==> src/verilog/tcc_pkg.sv <==
// Constants shared by the timer capture/compare channel block
package tcc_pkg;

  // ----------------------------------------------------------------
  // Sizes
  // ----------------------------------------------------------------
  localparam int NCH = 2;
  localparam int CW = 16;

  // ----------------------------------------------------------------
  // Register byte offsets
  // ----------------------------------------------------------------
  localparam logic [7:0] ADDR_CTRL = 8'h00;
  localparam logic [7:0] ADDR_SLAVE = 8'h04;
  localparam logic [7:0] ADDR_MODE = 8'h08;
  localparam logic [7:0] ADDR_ENABLE = 8'h0C;
  localparam logic [7:0] ADDR_EVGEN = 8'h10;
  localparam logic [7:0] ADDR_COUNT = 8'h14;
  localparam logic [7:0] ADDR_IRQCFG = 8'h18;
  localparam logic [7:0] ADDR_FLAG = 8'h1C;
  localparam logic [7:0] ADDR_MISS = 8'h20;
  localparam logic [7:0] ADDR_CCR0 = 8'h24;
  localparam logic [7:0] ADDR_CCR1 = 8'h28;

  // ----------------------------------------------------------------
  // Field positions
  // ----------------------------------------------------------------
  localparam int SM_MODE_LSB = 0;
  localparam int SM_TRIG_LSB = 4;
  localparam int SM_ETF_LSB = 8;
  localparam int SM_ETPS_LSB = 12;
  localparam int SM_ECE_BIT = 14;
  localparam int SM_ETP_BIT = 15;
  localparam int MD_STRIDE = 8;
  localparam int MD_DIR_LSB = 0;
  localparam int MD_PSC_LSB = 2;
  localparam int MD_BUF_BIT = 3;
  localparam int MD_OCM_LSB = 4;
  localparam int MD_FILT_LSB = 4;
  localparam int EN_STRIDE = 4;
  localparam int EN_BIT = 0;
  localparam int POL_BIT = 1;
  localparam int EG_UG_BIT = 0;
  localparam int EG_CCG_LSB = 1;

  // ----------------------------------------------------------------
  // Encodings
  // ----------------------------------------------------------------
  localparam logic [1:0] DIR_OUTPUT = 2'h0;
  localparam logic [1:0] DIR_OWN = 2'h1;
  localparam logic [1:0] DIR_NEIGH = 2'h2;
  localparam logic [2:0] OCM_FROZEN = 3'h0;
  localparam logic [2:0] OCM_SET = 3'h1;
  localparam logic [2:0] OCM_CLEAR = 3'h2;
  localparam logic [2:0] OCM_TOGGLE = 3'h3;
  localparam logic [2:0] OCM_FORCE_LOW = 3'h4;
  localparam logic [2:0] OCM_FORCE_HIGH = 3'h5;
  localparam logic [2:0] SMS_RESET = 3'h4;
  localparam logic [2:0] TS_CH0_EDGE = 3'h5;
  localparam logic [2:0] TS_CH1_EDGE = 3'h6;

  // ----------------------------------------------------------------
  // Reset values and counts
  // ----------------------------------------------------------------
  localparam logic [31:0] RST_WORD = 32'h0;
  localparam logic [CW-1:0] RST_COUNT = 16'h0;
  localparam logic [CW-1:0] COUNT_MAX = 16'hFFFF;
  localparam logic [4:0] FILT_MAX_LEN = 5'h10;
  localparam logic [2:0] FILT_MAX_SHIFT = 3'h4;

endpackage

==> src/verilog/tcc_in_filter.sv <==
// Input synchroniser, sample-count digital filter and edge pulses
`timescale 1ns/1ps
module tcc_in_filter (
  // Clock and reset
  input wire logic clk_sys_i,
  input wire logic rst_i,
  // Raw pin and filter length code
  input wire logic pin_i,
  input wire logic [3:0] filt_i,
  // Filtered level and edge pulses
  output logic level_o,
  output logic rise_o,
  output logic fall_o
);

  logic sync1_r;
  logic sync2_r;
  logic [4:0] cnt_r;
  logic [4:0] len;
  logic accept;

  // Samples needed: 1 for code 0, 2^code up to 16
  assign len = (filt_i == 4'h0) ? 5'h01 :
               (filt_i > {1'b0, tcc_pkg::FILT_MAX_SHIFT}) ? tcc_pkg::FILT_MAX_LEN :
               5'(32'd1 << filt_i);
  assign accept = (sync2_r != level_o) && ((cnt_r + 5'h01) >= len);

  // Two-stage synchroniser; only the second stage is looked at
  always_ff @(posedge clk_sys_i) begin
    if (rst_i) begin
      sync1_r <= 1'b0;
      sync2_r <= 1'b0;
    end else begin
      sync1_r <= pin_i;
      sync2_r <= sync1_r;
    end
  end

  // Count consecutive samples at the new level, then take it
  always_ff @(posedge clk_sys_i) begin
    if (rst_i) begin
      cnt_r <= 5'h00;
      level_o <= 1'b0;
      rise_o <= 1'b0;
      fall_o <= 1'b0;
    end else begin
      cnt_r <= (sync2_r == level_o || accept) ? 5'h00 : cnt_r + 5'h01;
      level_o <= accept ? sync2_r : level_o;
      rise_o <= accept & sync2_r;
      fall_o <= accept & ~sync2_r;
    end
  end

endmodule

==> src/verilog/tcc_prescale.sv <==
// Event prescaler passing one event in 1, 2, 4 or 8
`timescale 1ns/1ps
module tcc_prescale (
  // Clock and reset
  input wire logic clk_sys_i,
  input wire logic rst_i,
  // Control
  input wire logic clear_i,
  input wire logic [1:0] ratio_i,
  // Events in and out
  input wire logic ev_i,
  output logic pulse_o
);

  logic [2:0] cnt_r;
  logic [2:0] last;
  logic wrap;

  // Last count before the output fires
  assign last = 3'((32'd1 << ratio_i) - 32'd1);
  assign wrap = ev_i && (cnt_r == last);

  // Count events, fire and restart on the last one
  always_ff @(posedge clk_sys_i) begin
    if (rst_i || clear_i) begin
      cnt_r <= 3'h0;
      pulse_o <= 1'b0;
    end else begin
      cnt_r <= wrap ? 3'h0 : (ev_i ? cnt_r + 3'h1 : cnt_r);
      pulse_o <= wrap;
    end
  end

endmodule

==> src/verilog/tcc_top.sv <==
// Timer capture/compare channels with external trigger clock path and AHB-Lite registers
//
// The AHB-Lite interface to the registers and the address map were left to the implementer.
`timescale 1ns/1ps
module tcc_top (
  // Clock and reset
  input wire logic clk_sys_i,
  input wire logic rst_i,
  // AHB-Lite slave
  input wire logic hsel_i,
  input wire logic [31:0] haddr_i,
  input wire logic [1:0] htrans_i,
  input wire logic hwrite_i,
  input wire logic [2:0] hsize_i,
  input wire logic [31:0] hwdata_i,
  input wire logic hready_i,
  output logic [31:0] hrdata_o,
  output logic hreadyout_o,
  output logic hresp_o,
  // Timer pins
  input wire logic [1:0] channel_input_i,
  input wire logic external_trigger_input_i,
  output logic [1:0] compare_output_pin_o,
  // Interrupt request
  output logic irq_o
);

  localparam int NCH = tcc_pkg::NCH;
  localparam int CW = tcc_pkg::CW;

  // ----------------------------------------------------------------
  // Register state
  // ----------------------------------------------------------------
  logic counter_enable_bit_r;
  logic [15:0] slave_mode_control_reg_r;
  logic [15:0] channel_mode_reg_r;
  logic [7:0] channel_enable_reg_r;
  logic [NCH-1:0] interrupt_config_reg_r;
  logic [NCH-1:0] channel_event_flag_r;
  logic [NCH-1:0] missed_capture_flag_r;
  logic [NCH:0] event_generation_reg_r;
  logic [CW-1:0] count_r;
  logic step_r;
  logic etr_tick_r;
  logic trig_d_r;
  logic [NCH-1:0][CW-1:0] buf_r;
  logic [NCH-1:0][CW-1:0] shadow_r;
  logic [NCH-1:0] copy_r;
  logic [NCH-1:0] compare_reference_r;
  logic wr_pend_r;
  logic [7:0] wr_addr_r;

  // ----------------------------------------------------------------
  // Bus decode
  // ----------------------------------------------------------------
  wire acc = hsel_i & htrans_i[1] & hready_i;
  wire rd_acc = acc & ~hwrite_i;
  wire [7:0] aoff = haddr_i[7:0];
  wire we_ctrl = wr_pend_r && (wr_addr_r == tcc_pkg::ADDR_CTRL);
  wire we_slave = wr_pend_r && (wr_addr_r == tcc_pkg::ADDR_SLAVE);
  wire we_mode = wr_pend_r && (wr_addr_r == tcc_pkg::ADDR_MODE);
  wire we_enable = wr_pend_r && (wr_addr_r == tcc_pkg::ADDR_ENABLE);
  wire we_evgen = wr_pend_r && (wr_addr_r == tcc_pkg::ADDR_EVGEN);
  wire we_irqcfg = wr_pend_r && (wr_addr_r == tcc_pkg::ADDR_IRQCFG);
  wire we_flag = wr_pend_r && (wr_addr_r == tcc_pkg::ADDR_FLAG);
  wire we_miss = wr_pend_r && (wr_addr_r == tcc_pkg::ADDR_MISS);
  wire [NCH-1:0] we_ccr;
  wire [NCH-1:0] rd_ccr;
  wire [NCH-1:0] flag_w1c = we_flag ? hwdata_i[NCH-1:0] : '0;
  wire [NCH-1:0] miss_w1c = we_miss ? hwdata_i[NCH-1:0] : '0;
  assign we_ccr[0] = wr_pend_r && (wr_addr_r == tcc_pkg::ADDR_CCR0);
  assign we_ccr[1] = wr_pend_r && (wr_addr_r == tcc_pkg::ADDR_CCR1);
  assign rd_ccr[0] = rd_acc && (aoff == tcc_pkg::ADDR_CCR0);
  assign rd_ccr[1] = rd_acc && (aoff == tcc_pkg::ADDR_CCR1);

  // Read data selection; unmapped offsets read zero
  wire [31:0] rdata =
    (aoff == tcc_pkg::ADDR_CTRL) ? {31'h0, counter_enable_bit_r} :
    (aoff == tcc_pkg::ADDR_SLAVE) ? {16'h0, slave_mode_control_reg_r} :
    (aoff == tcc_pkg::ADDR_MODE) ? {16'h0, channel_mode_reg_r} :
    (aoff == tcc_pkg::ADDR_ENABLE) ? {24'h0, channel_enable_reg_r} :
    (aoff == tcc_pkg::ADDR_COUNT) ? {16'h0, count_r} :
    (aoff == tcc_pkg::ADDR_IRQCFG) ? {30'h0, interrupt_config_reg_r} :
    (aoff == tcc_pkg::ADDR_FLAG) ? {30'h0, channel_event_flag_r} :
    (aoff == tcc_pkg::ADDR_MISS) ? {30'h0, missed_capture_flag_r} :
    (aoff == tcc_pkg::ADDR_CCR0) ? {16'h0, buf_r[0]} :
    (aoff == tcc_pkg::ADDR_CCR1) ? {16'h0, buf_r[1]} :
    32'h0;

  // ----------------------------------------------------------------
  // Slave mode and event generation fields
  // ----------------------------------------------------------------
  wire [2:0] slave_mode_select = slave_mode_control_reg_r[tcc_pkg::SM_MODE_LSB +: 3];
  wire [2:0] trigger_select = slave_mode_control_reg_r[tcc_pkg::SM_TRIG_LSB +: 3];
  wire [3:0] ext_trigger_filter = slave_mode_control_reg_r[tcc_pkg::SM_ETF_LSB +: 4];
  wire [1:0] ext_trigger_prescale = slave_mode_control_reg_r[tcc_pkg::SM_ETPS_LSB +: 2];
  wire ext_clock_mode2_enable = slave_mode_control_reg_r[tcc_pkg::SM_ECE_BIT];
  wire ext_trigger_polarity = slave_mode_control_reg_r[tcc_pkg::SM_ETP_BIT];
  wire update_gen = event_generation_reg_r[tcc_pkg::EG_UG_BIT];
  wire [NCH-1:0] channel_event_generate = event_generation_reg_r[tcc_pkg::EG_CCG_LSB +: NCH];

  // ----------------------------------------------------------------
  // External trigger path
  // ----------------------------------------------------------------
  logic etr_rise;
  logic etr_fall;
  logic prescaled_ext_trigger;

  // Synchronise and filter the trigger; code 0 passes each sample
  tcc_in_filter u_etr_filter (
    .clk_sys_i(clk_sys_i),
    .rst_i(rst_i),
    .pin_i(external_trigger_input_i),
    .filt_i(ext_trigger_filter),
    .level_o(),
    .rise_o(etr_rise),
    .fall_o(etr_fall)
  );

  // Polarity 0 counts rising edges; prescale divides them
  wire etr_edge = ext_trigger_polarity ? etr_fall : etr_rise;
  tcc_prescale u_etr_prescale (
    .clk_sys_i(clk_sys_i),
    .rst_i(rst_i),
    .clear_i(~ext_clock_mode2_enable),
    .ratio_i(ext_trigger_prescale),
    .ev_i(etr_edge),
    .pulse_o(prescaled_ext_trigger)
  );

  // ----------------------------------------------------------------
  // Channel input stage
  // ----------------------------------------------------------------
  logic [NCH-1:0] in_rise;
  logic [NCH-1:0] in_fall;
  logic [NCH-1:0] filtered_channel_input;
  logic [NCH-1:0] filtered_edge_signal;
  logic [NCH-1:0] prescaled_capture_cmd;
  wire [NCH-1:0] is_input;
  wire [NCH-1:0] ch_en;
  wire [NCH-1:0] ch_pol;
  wire [NCH-1:0] sel_edge;
  wire [NCH-1:0] capture;
  wire [NCH-1:0] cmp_event;
  wire [NCH-1:0][CW-1:0] buf_nxt;
  wire [NCH-1:0][CW-1:0] shadow_nxt;
  wire [NCH-1:0] flag_nxt;
  wire [NCH-1:0] miss_nxt;
  wire [NCH-1:0] ref_nxt;
  wire [NCH-1:0] pin_nxt;

  // ----------------------------------------------------------------
  // Counter and update event
  // ----------------------------------------------------------------
  wire count_tick = ext_clock_mode2_enable ? etr_tick_r : 1'b1;
  wire advance = counter_enable_bit_r & count_tick;
  wire trig_in = (trigger_select == tcc_pkg::TS_CH0_EDGE) ? filtered_edge_signal[0] :
                 (trigger_select == tcc_pkg::TS_CH1_EDGE) ? filtered_edge_signal[1] :
                 1'b0;
  // Slave trigger is taken one cycle late, in step with the capture path:
  // the capture on the same edge still sees the count of the ending period
  // before the counter is zeroed, so the period lands in the register
  wire slave_reset = (slave_mode_select == tcc_pkg::SMS_RESET) & trig_d_r;
  wire update_event = update_gen | slave_reset | (advance & (count_r == tcc_pkg::COUNT_MAX));
  wire [CW-1:0] count_nxt = (update_gen | slave_reset) ? tcc_pkg::RST_COUNT :
                            advance ? count_r + 16'h0001 : count_r;

  // Per channel: filter, routing, prescale, buffer/shadow, compare
  genvar y;
  generate
    for (y = 0; y < NCH; y++) begin : g_ch
      localparam int O = NCH - 1 - y;
      wire [1:0] dir = channel_mode_reg_r[y*tcc_pkg::MD_STRIDE + tcc_pkg::MD_DIR_LSB +: 2];
      wire [1:0] psc = channel_mode_reg_r[y*tcc_pkg::MD_STRIDE + tcc_pkg::MD_PSC_LSB +: 2];
      wire [3:0] filt = channel_mode_reg_r[y*tcc_pkg::MD_STRIDE + tcc_pkg::MD_FILT_LSB +: 4];
      wire bufen = channel_mode_reg_r[y*tcc_pkg::MD_STRIDE + tcc_pkg::MD_BUF_BIT];
      wire [2:0] ocm = channel_mode_reg_r[y*tcc_pkg::MD_STRIDE + tcc_pkg::MD_OCM_LSB +: 3];
      wire [CW-1:0] cmp_val = bufen ? shadow_r[y] : buf_r[y];
      wire match = ~is_input[y] & step_r & (count_r == cmp_val);

      // Filtered input with programmable sample count
      tcc_in_filter u_filter (
        .clk_sys_i(clk_sys_i),
        .rst_i(rst_i),
        .pin_i(channel_input_i[y]),
        .filt_i(filt),
        .level_o(filtered_channel_input[y]),
        .rise_o(in_rise[y]),
        .fall_o(in_fall[y])
      );

      // Capture prescaler; cleared while the channel is not capturing
      tcc_prescale u_prescale (
        .clk_sys_i(clk_sys_i),
        .rst_i(rst_i),
        .clear_i(~(is_input[y] & ch_en[y])),
        .ratio_i(psc),
        .ev_i(sel_edge[y] & is_input[y]),
        .pulse_o(prescaled_capture_cmd[y])
      );

      // Routing and polarity of the capture source
      assign ch_en[y] = channel_enable_reg_r[y*tcc_pkg::EN_STRIDE + tcc_pkg::EN_BIT];
      assign ch_pol[y] = channel_enable_reg_r[y*tcc_pkg::EN_STRIDE + tcc_pkg::POL_BIT];
      assign is_input[y] = (dir != tcc_pkg::DIR_OUTPUT);
      assign filtered_edge_signal[y] = ch_pol[y] ? in_fall[y] : in_rise[y];
      assign sel_edge[y] = (dir == tcc_pkg::DIR_NEIGH) ?
                           (ch_pol[y] ? in_fall[O] : in_rise[O]) : filtered_edge_signal[y];

      // Capture or compare events, including software generation
      assign capture[y] = is_input[y] & ch_en[y] &
                          (prescaled_capture_cmd[y] | channel_event_generate[y]);
      assign cmp_event[y] = match | (~is_input[y] & channel_event_generate[y]);

      // Shadow: counter on capture, buffer at update when buffered
      assign shadow_nxt[y] = is_input[y] ? (capture[y] ? count_r : shadow_r[y]) :
                             ((~bufen | update_event) ? buf_r[y] : shadow_r[y]);
      // Buffer: shadow copy after capture, else software write in output mode
      assign buf_nxt[y] = copy_r[y] ? shadow_r[y] :
                          (we_ccr[y] & ~is_input[y]) ? hwdata_i[CW-1:0] : buf_r[y];

      // Flags; setting beats write-one and read clears
      assign flag_nxt[y] = (is_input[y] & copy_r[y]) | cmp_event[y] |
                           (channel_event_flag_r[y] & ~flag_w1c[y] & ~rd_ccr[y]);
      assign miss_nxt[y] = (is_input[y] & copy_r[y] & channel_event_flag_r[y]) |
                           (missed_capture_flag_r[y] & ~miss_w1c[y]);

      // Reference action; the update event plays no part here
      assign ref_nxt[y] = is_input[y] ? compare_reference_r[y] :
        (ocm == tcc_pkg::OCM_FORCE_HIGH) ? 1'b1 :
        (ocm == tcc_pkg::OCM_FORCE_LOW) ? 1'b0 :
        (cmp_event[y] && ocm == tcc_pkg::OCM_SET) ? 1'b1 :
        (cmp_event[y] && ocm == tcc_pkg::OCM_CLEAR) ? 1'b0 :
        (cmp_event[y] && ocm == tcc_pkg::OCM_TOGGLE) ? ~compare_reference_r[y] :
        compare_reference_r[y];
      // Pin is the reference, inverted by polarity, low when disabled
      assign pin_nxt[y] = ch_en[y] & ~is_input[y] & (compare_reference_r[y] ^ ch_pol[y]);
    end
  endgenerate

  // ----------------------------------------------------------------
  // Registers
  // ----------------------------------------------------------------

  // Bus handshake: writes take one wait state, reads none
  always_ff @(posedge clk_sys_i) begin
    if (rst_i) begin
      wr_pend_r <= 1'b0;
      wr_addr_r <= 8'h00;
      hreadyout_o <= 1'b1;
      hresp_o <= 1'b0;
      hrdata_o <= tcc_pkg::RST_WORD;
    end else begin
      wr_pend_r <= acc & hwrite_i;
      wr_addr_r <= acc ? aoff : wr_addr_r;
      hreadyout_o <= ~(acc & hwrite_i);
      hresp_o <= 1'b0;
      hrdata_o <= rd_acc ? rdata : hrdata_o;
    end
  end

  // Software control registers
  always_ff @(posedge clk_sys_i) begin
    if (rst_i) begin
      counter_enable_bit_r <= 1'b0;
      slave_mode_control_reg_r <= 16'h0;
      channel_mode_reg_r <= 16'h0;
      channel_enable_reg_r <= 8'h0;
      interrupt_config_reg_r <= '0;
      event_generation_reg_r <= '0;
    end else begin
      counter_enable_bit_r <= we_ctrl ? hwdata_i[0] : counter_enable_bit_r;
      slave_mode_control_reg_r <= we_slave ? hwdata_i[15:0] : slave_mode_control_reg_r;
      channel_mode_reg_r <= we_mode ? hwdata_i[15:0] : channel_mode_reg_r;
      channel_enable_reg_r <= we_enable ? hwdata_i[7:0] : channel_enable_reg_r;
      interrupt_config_reg_r <= we_irqcfg ? hwdata_i[NCH-1:0] : interrupt_config_reg_r;
      event_generation_reg_r <= we_evgen ? hwdata_i[NCH:0] : '0;
    end
  end

  // Counter, resynchronised trigger tick and compare step marker
  always_ff @(posedge clk_sys_i) begin
    if (rst_i) begin
      count_r <= tcc_pkg::RST_COUNT;
      etr_tick_r <= 1'b0;
      trig_d_r <= 1'b0;
      step_r <= 1'b0;
    end else begin
      count_r <= count_nxt;
      etr_tick_r <= prescaled_ext_trigger;
      trig_d_r <= trig_in;
      step_r <= advance | update_gen | slave_reset;
    end
  end

  // Channel state, flags, pins and interrupt request
  always_ff @(posedge clk_sys_i) begin
    if (rst_i) begin
      buf_r <= '0;
      shadow_r <= '0;
      copy_r <= '0;
      channel_event_flag_r <= '0;
      missed_capture_flag_r <= '0;
      compare_reference_r <= '0;
      compare_output_pin_o <= '0;
      irq_o <= 1'b0;
    end else begin
      buf_r <= buf_nxt;
      shadow_r <= shadow_nxt;
      copy_r <= capture;
      channel_event_flag_r <= flag_nxt;
      missed_capture_flag_r <= miss_nxt;
      compare_reference_r <= ref_nxt;
      compare_output_pin_o <= pin_nxt;
      irq_o <= |(channel_event_flag_r & interrupt_config_reg_r);
    end
  end

endmodule

==> config.mk <==
export PLATFORM = sky130hd
export DESIGN_NAME = tcc_top
export DESIGN_NICKNAME = d
export VERILOG_FILES = /design/src/verilog/tcc_pkg.sv /design/src/verilog/tcc_in_filter.sv /design/src/verilog/tcc_prescale.sv /design/src/verilog/tcc_top.sv
export SDC_FILE = /design/constraint.sdc
export NUM_CORES = 1
export LEC_CHECK = 0
export BUFFER_PORTS_ARGS = -buffer_cell sky130_fd_sc_hd__buf_2
export CAP_MARGIN = 5
export CORE_MARGIN = 3
export CORE_UTILIZATION = 55
export DETAILED_ROUTE_END_ITERATION = 6
export PLACE_DENSITY = 0.78
export SLEW_MARGIN = 20
export SYNTH_ARGS = -nofsm -noshare
export SYNTH_HDL_FRONTEND = slang
export SYNTH_SLANG_ARGS = --single-unit
==> constraint.sdc <==
create_clock -name clk_sys_i -period 6.7 [get_ports clk_sys_i]
set_input_delay 1.005 -clock clk_sys_i [delete_from_list [all_inputs] [get_ports clk_sys_i]]
set_output_delay 1.005 -clock clk_sys_i [all_outputs]
set_load 0.02 [all_outputs]
# == Word-level counts from Yosys, hierarchy flattened ==
# Index checks and enable logic that the tools add are counted.
# W data, S select, Z words.
# op_classes
n_reduce_logical,56
muxes,50
order_cmp,6
n_shift,6
n_eq_ne,47
n_bitwise,81
add_sub_neg,10
# ops
operator,n
$mux W16,22
$eq A8 B5 Y1 const B,6
$eq A8 B6 Y1 const B,6
$and A1 B1 Y1,41
$eq A16 B16 Y1,2
$eq A8 B4 Y1 const B,4
$mux W5,6
$logic_and A1 B1 Y1,24
$eq A3 B3 Y1 const B,7
$not A1 Y1,21
$mux W1,20
$reduce_or A2 Y1,9
$add A16 B1 Y16 const B,1
$eq A16 B16 Y1 const B,1
$eq A8 B3 Y1 const B,2
$logic_not A8 Y1,2
$or A1 B1 Y1,16
$add A5 B1 Y5 const B,3
$ge A5 B5 Y1,3
$shl A1 B4 Y5 const A,3
$eq A3 B2 Y1 const B,4
$gt A4 B3 Y1 const B,3
$logic_not A4 Y1,3
$reduce_bool A2 Y1,6
15 further kinds,41
# totals
input_bits,77
output_inout_bits,37
register_bits,224
elab_cells,305

# == Logic depth before layout (Yosys ltp) ==
# depth
word_depth,11
mapped_depth,10
ltp_nobuf,9

# == Modules after synthesis ==
# Synthesis repeated with hierarchy kept, for this count alone.
# hier_totals
cells_unflattened,1337
area_unflattened_um2,11134.4
# modules_own_cells
mod,area_per_inst_um2,n_inst,seq_area_each_um2,cells_each
tcc_top,8886.0,1,3323.2,1106
tcc_in_filter,521.8,3,200.2,54
tcc_prescale,227.7,3,80.1,23

# == Worst setup path after synthesis ==
# OpenSTA, ideal clock, no wires.
# synth_path
path_type,in2reg
from,in haddr_i[2]
to,reg hrdata_o[12]
setup_ns,0.078
n_path_buf,2
cell_stages,9
slack_ns,4.252
arrival_time_ns,2.370
t_required_ns,6.622
path_cell_list,buf_2 > nor2b_1 > nand2_1 > nor2_1 > buf_2 > a221oi_1 > o21ai_0 > a21oi_1 > nor3_1
# synth_via
elab_chain_len,11
elab_cells_between_ends,20
cone_classes,eq/ne: 9; mux: 10; reduce/logical: 1
# synth_rtl
item,line,source
from (decl),tcc_top.sv:11,"input wire logic [31:0] haddr_i,"
$eq A8 B6 Y1,tcc_top.sv:87,"(aoff == tcc_pkg::ADDR_CCR1) ? {16'h0, buf_r[1]} :"
$mux W16,tcc_top.sv:87,
$mux W16,tcc_top.sv:86,"(aoff == tcc_pkg::ADDR_CCR0) ? {16'h0, buf_r[0]} :"
$mux W16,tcc_top.sv:85,"(aoff == tcc_pkg::ADDR_MISS) ? {30'h0, missed_capture_flag_r} :"
$mux W16,tcc_top.sv:84,"(aoff == tcc_pkg::ADDR_FLAG) ? {30'h0, channel_event_flag_r} :"
$mux W16,tcc_top.sv:83,"(aoff == tcc_pkg::ADDR_IRQCFG) ? {30'h0, interrupt_config_reg_r} :"
$mux W16,tcc_top.sv:82,"(aoff == tcc_pkg::ADDR_COUNT) ? {16'h0, count_r} :"
$mux W16,tcc_top.sv:81,"(aoff == tcc_pkg::ADDR_ENABLE) ? {24'h0, channel_enable_reg_r} :"
$mux W16,tcc_top.sv:80,"(aoff == tcc_pkg::ADDR_MODE) ? {16'h0, channel_mode_reg_r} :"
$mux W16,tcc_top.sv:79,"(aoff == tcc_pkg::ADDR_SLAVE) ? {16'h0, slave_mode_control_reg_r} :"
$mux W16 *,tcc_top.sv:78,"(aoff == tcc_pkg::ADDR_CTRL) ? {31'h0, counter_enable_bit_r} :"
to (signal assigned),tcc_top.sv:252,hrdata_o <= tcc_pkg::RST_WORD;
to (signal assigned),tcc_top.sv:258,hrdata_o <= rd_acc ? rdata : hrdata_o;
to (decl),tcc_top.sv:17,"output logic [31:0] hrdata_o,"
# Every way passes the cells marked *; elsewhere a longest branch is shown, timed or not.
# A chain may end at the register's enable or synchronous reset.

# == Worst setup path in the final report ==
# layout_path
from,in haddr_i[0]
to,reg hrdata_o[15]
# Same word-level chain as after synthesis.

==> impl_metrics.toml <==
[status]
status = "complete, but fails checks"
violations = "design-rule violations"

[cts]
clockRootBuffer = "clkbuf_16"
clk_pin_slew_ns = 0.06
cts_buffers = 23
ctsResizeCount = 0
cts_sinks = 208
worstSkewPairLatency_ns = 0.51
hold_buffers = 0
cts_tree = "built"
h-tree-depth = 1
clock_path_buffers = 3
postCtsSetupBuffers = 0

[drt]
vias_per_cell = 6.161
vias = 8933
drc = 1
drt_wl_total_microns = 28520
ant_nets = 0
post_drt_wl_per_cell_microns = 19.67
first_pass_iters = 7
drt_iter0_drc = 1016

[floorplan]
start_util = 0.5668
die_y_microns = 143.0
fp.coreArea_sq_mm = 0.01821
io_pins = 114
die-area_sq_mm = 0.02044
row_count = 49
fp.dieW_microns = 143.0

[yosys]
ys_seq_area_frac = 0.4035
synth-seq-cells = 208
yosys_warnings = 0
synth_area_sq_mm = 0.01032
synth-edff-count = 0
yosys.cell_types.count = 56
synth_async_sr_flop_share = 0
synth_flop_cell = "dfxtp_1"
netlist_instances = 1196
syn_area_per_cell_sq_um = 8.629

[worst_setup_path]
critPathRequiredTime_ns = 7.12
cp_max_fo = 15
worst_setup_path_start_kind = "input port"
cp-end-kind = "flip-flop"
cp_data_arrival_time_ns = 3.53
worstSetupPathType = "input port to flip-flop"
rrSetupSlack_ns = 4.16

[place]
io_buffers = 52
gp_congestion = 0.9150
post-place-ws_ns = 2.812
hpwl_microns = 19910
dpl_cell_area_sq_mm = 0.01053

[grt]
globalRouteTotalUtil = 0.2760
overflow = 0
grt_max_degree = 78
grt_pass1_vias = 8395
grt_pass1_wl_microns = 45110
antenna_found_initial = 0

[sta]
slew_viol_final = 0
clock.fmax_ghz = 0.3220
finalCriticalPeriod_ns = 3.105
setup_viol = 0
hold_ws_ns = 0.4393
tightestPinTransition_ns = 1.143
finalCritPeriodShare = 0.4635
hold_viol = 0
maxSlewHeadroom = 0.2340
rsz0062_at_grt = "no"
fin_tns_setup_ns = 0
fin_worst_skew_ns = 0.01063
worst_slack_ns = 3.595

[layout]
n_fill_cell = 1539
utilization = 0.6255
drive_gt1_frac = 0.1269
postLayoutCellArea_sq_mm = 0.01139
area_growth_pct = 10.37
num_antenna_cells = 0
fin_nets = 1304

[worst_hold_path]
hold_path_class = "flip-flop to flip-flop"

[power_and_ir_drop]
irDropWorstVdd_mv = 0.2154
power_density_mw_per_mm2 = 242.4
p_leak_nw = 4.089

[flow_run]
drv_cap = 0
worst max-delay path: stages:
cell and delay, ns:
buf_2 0.10, nor2_1 0.42, nand2_1 0.48, nor2_2 0.75, a221oi_1 0.18, o21ai_0 0.28, a21oi_1 0.09, nor3_1 0.21
power breakdown:
| part | internal, mW | leakage (nW) | total, mW | switching [mW] |
|---|---|---|---|---|
| combinational | 0.0307 | 1.99 | 0.106 | 0.0753 |
| clock | 0.896 | 0.421 | 1.40 | 0.509 |
| sequential | 1.24 | 1.68 | 1.25 | 0.00601 |
routing by layer:
layer  routed length [microns]  vias up  track usage  share of wire
li1                          -     4196            -              -
met5                         0        -            0              0
met3                      2727       70      0.05358          0.096
met1                     11970     4264       0.3812           0.42
met4                       860        0      0.08454          0.030
met2                     12960      403       0.4397           0.45
cell usage in the layout, fill, tap and decap left out, drive strengths merged, types with 3 or more instances in the layout:
master / count
dfxtp: 208
nor2: 189
nand2: 124
mux2i: 93
a21oi: 73
buf: 65
a211oi: 35
xor2: 33
xnor2: 32
o221a: 32
clkbuf: 31
o21ai: 24
nor3: 23
ha: 22
nand3: 21
nor2b: 21
a22oi: 19
conb: 17
nand2b: 16
a221oi: 14
a21o: 12
nor4: 12
and2: 11
nor3b: 10
nand3b: 9
inv: 9
nand4: 7
or3: 7
and3: 6
a31oi: 6
bufinv: 5
clkinv: 4
o21a: 3
mux2: 3
a32oi: 3
path summary, 6_finish.rpt:
check | start | endpoint | cells past startpoint
worst min-delay path | g_ch[0].u_filter.sync1_r | g_ch[0].u_filter.sync2_r | 1
worst max register to register | wr_addr_r[6] | buf_r[5] | 5
worst max-delay path | haddr_i[0] | hrdata_o[15] | 8
worst min register to register | g_ch[0].u_filter.sync1_r | g_ch[0].u_filter.sync2_r | 1
flip-flops by register name (all words and copies together) (netlist names), 3 cells and up:
name and flops:
g_ch.u_filter.cnt_r 10, event_generation_reg_r 3, count_r 16, wr_addr_r 8, hrdata_o 16, shadow_r 32
g_ch.u_prescale.cnt_r 6, channel_mode_reg_r 16, slave_mode_control_reg_r 16, u_etr_prescale.cnt_r 3, u_etr_filter.cnt_r 5, buf_r 32
channel_enable_reg_r 8
metrics by stage:
step                power (mW)  instances
floorplan                1.350       1212
global placement         1.380       1409
detailed placement       1.382       1409
CTS                      2.770       1450
global route             2.835       1450
finish                   2.761       1450
Yosys cell counts, types with 21 or more instances:
| cell | instances | area [sq um] |
|---|---|---|
| a211oi_1 | 35 | 262.8 |
| a21oi_1 | 73 | 365.4 |
| clkbuf_1 | 50 | 187.7 |
| dfxtp_1 | 208 | 4164 |
| ha_1 | 22 | 275.3 |
| mux2i_1 | 93 | 930.9 |
| nand2_1 | 122 | 457.9 |
| nand3_1 | 21 | 105.1 |
| nor2_1 | 189 | 709.4 |
| nor2b_1 | 21 | 131.4 |
| nor3_1 | 21 | 105.1 |
| o21ai_0 | 22 | 110.1 |
| o221a_2 | 32 | 360.4 |
| xnor2_1 | 32 | 280.3 |
| xor2_1 | 33 | 289.0 |
kinds of logic after synthesis:
logic type / after synthesis / synth area share
AO/OA/AOI/OAI: 237 / 0.1648
XOR/XNOR: 65 / 0.05517
adder cells (fa/ha/maj): 22 / 0.02667
buffers and inverters: 106 / 0.05335
flip-flops: 208 / 0.4035
multiplexers: 96 / 0.09348
other: 1 / 0.0003634
AND/OR/NAND/NOR: 461 / 0.2027
cell type report:
cell class	count	area [sq um]	share of cell area
inverter	9	33.78	0.002966
clock buffer	31	675.6	0.05932
multi-input combinational	898	5679	0.4986
sequential	208	4164	0.3656
clock inverter	10	177.7	0.01560
timing repair buffer	65	372.9	0.03274
tap	229	286.5	0.02516
No activity file was read; power rests on OpenSTA's default activity.
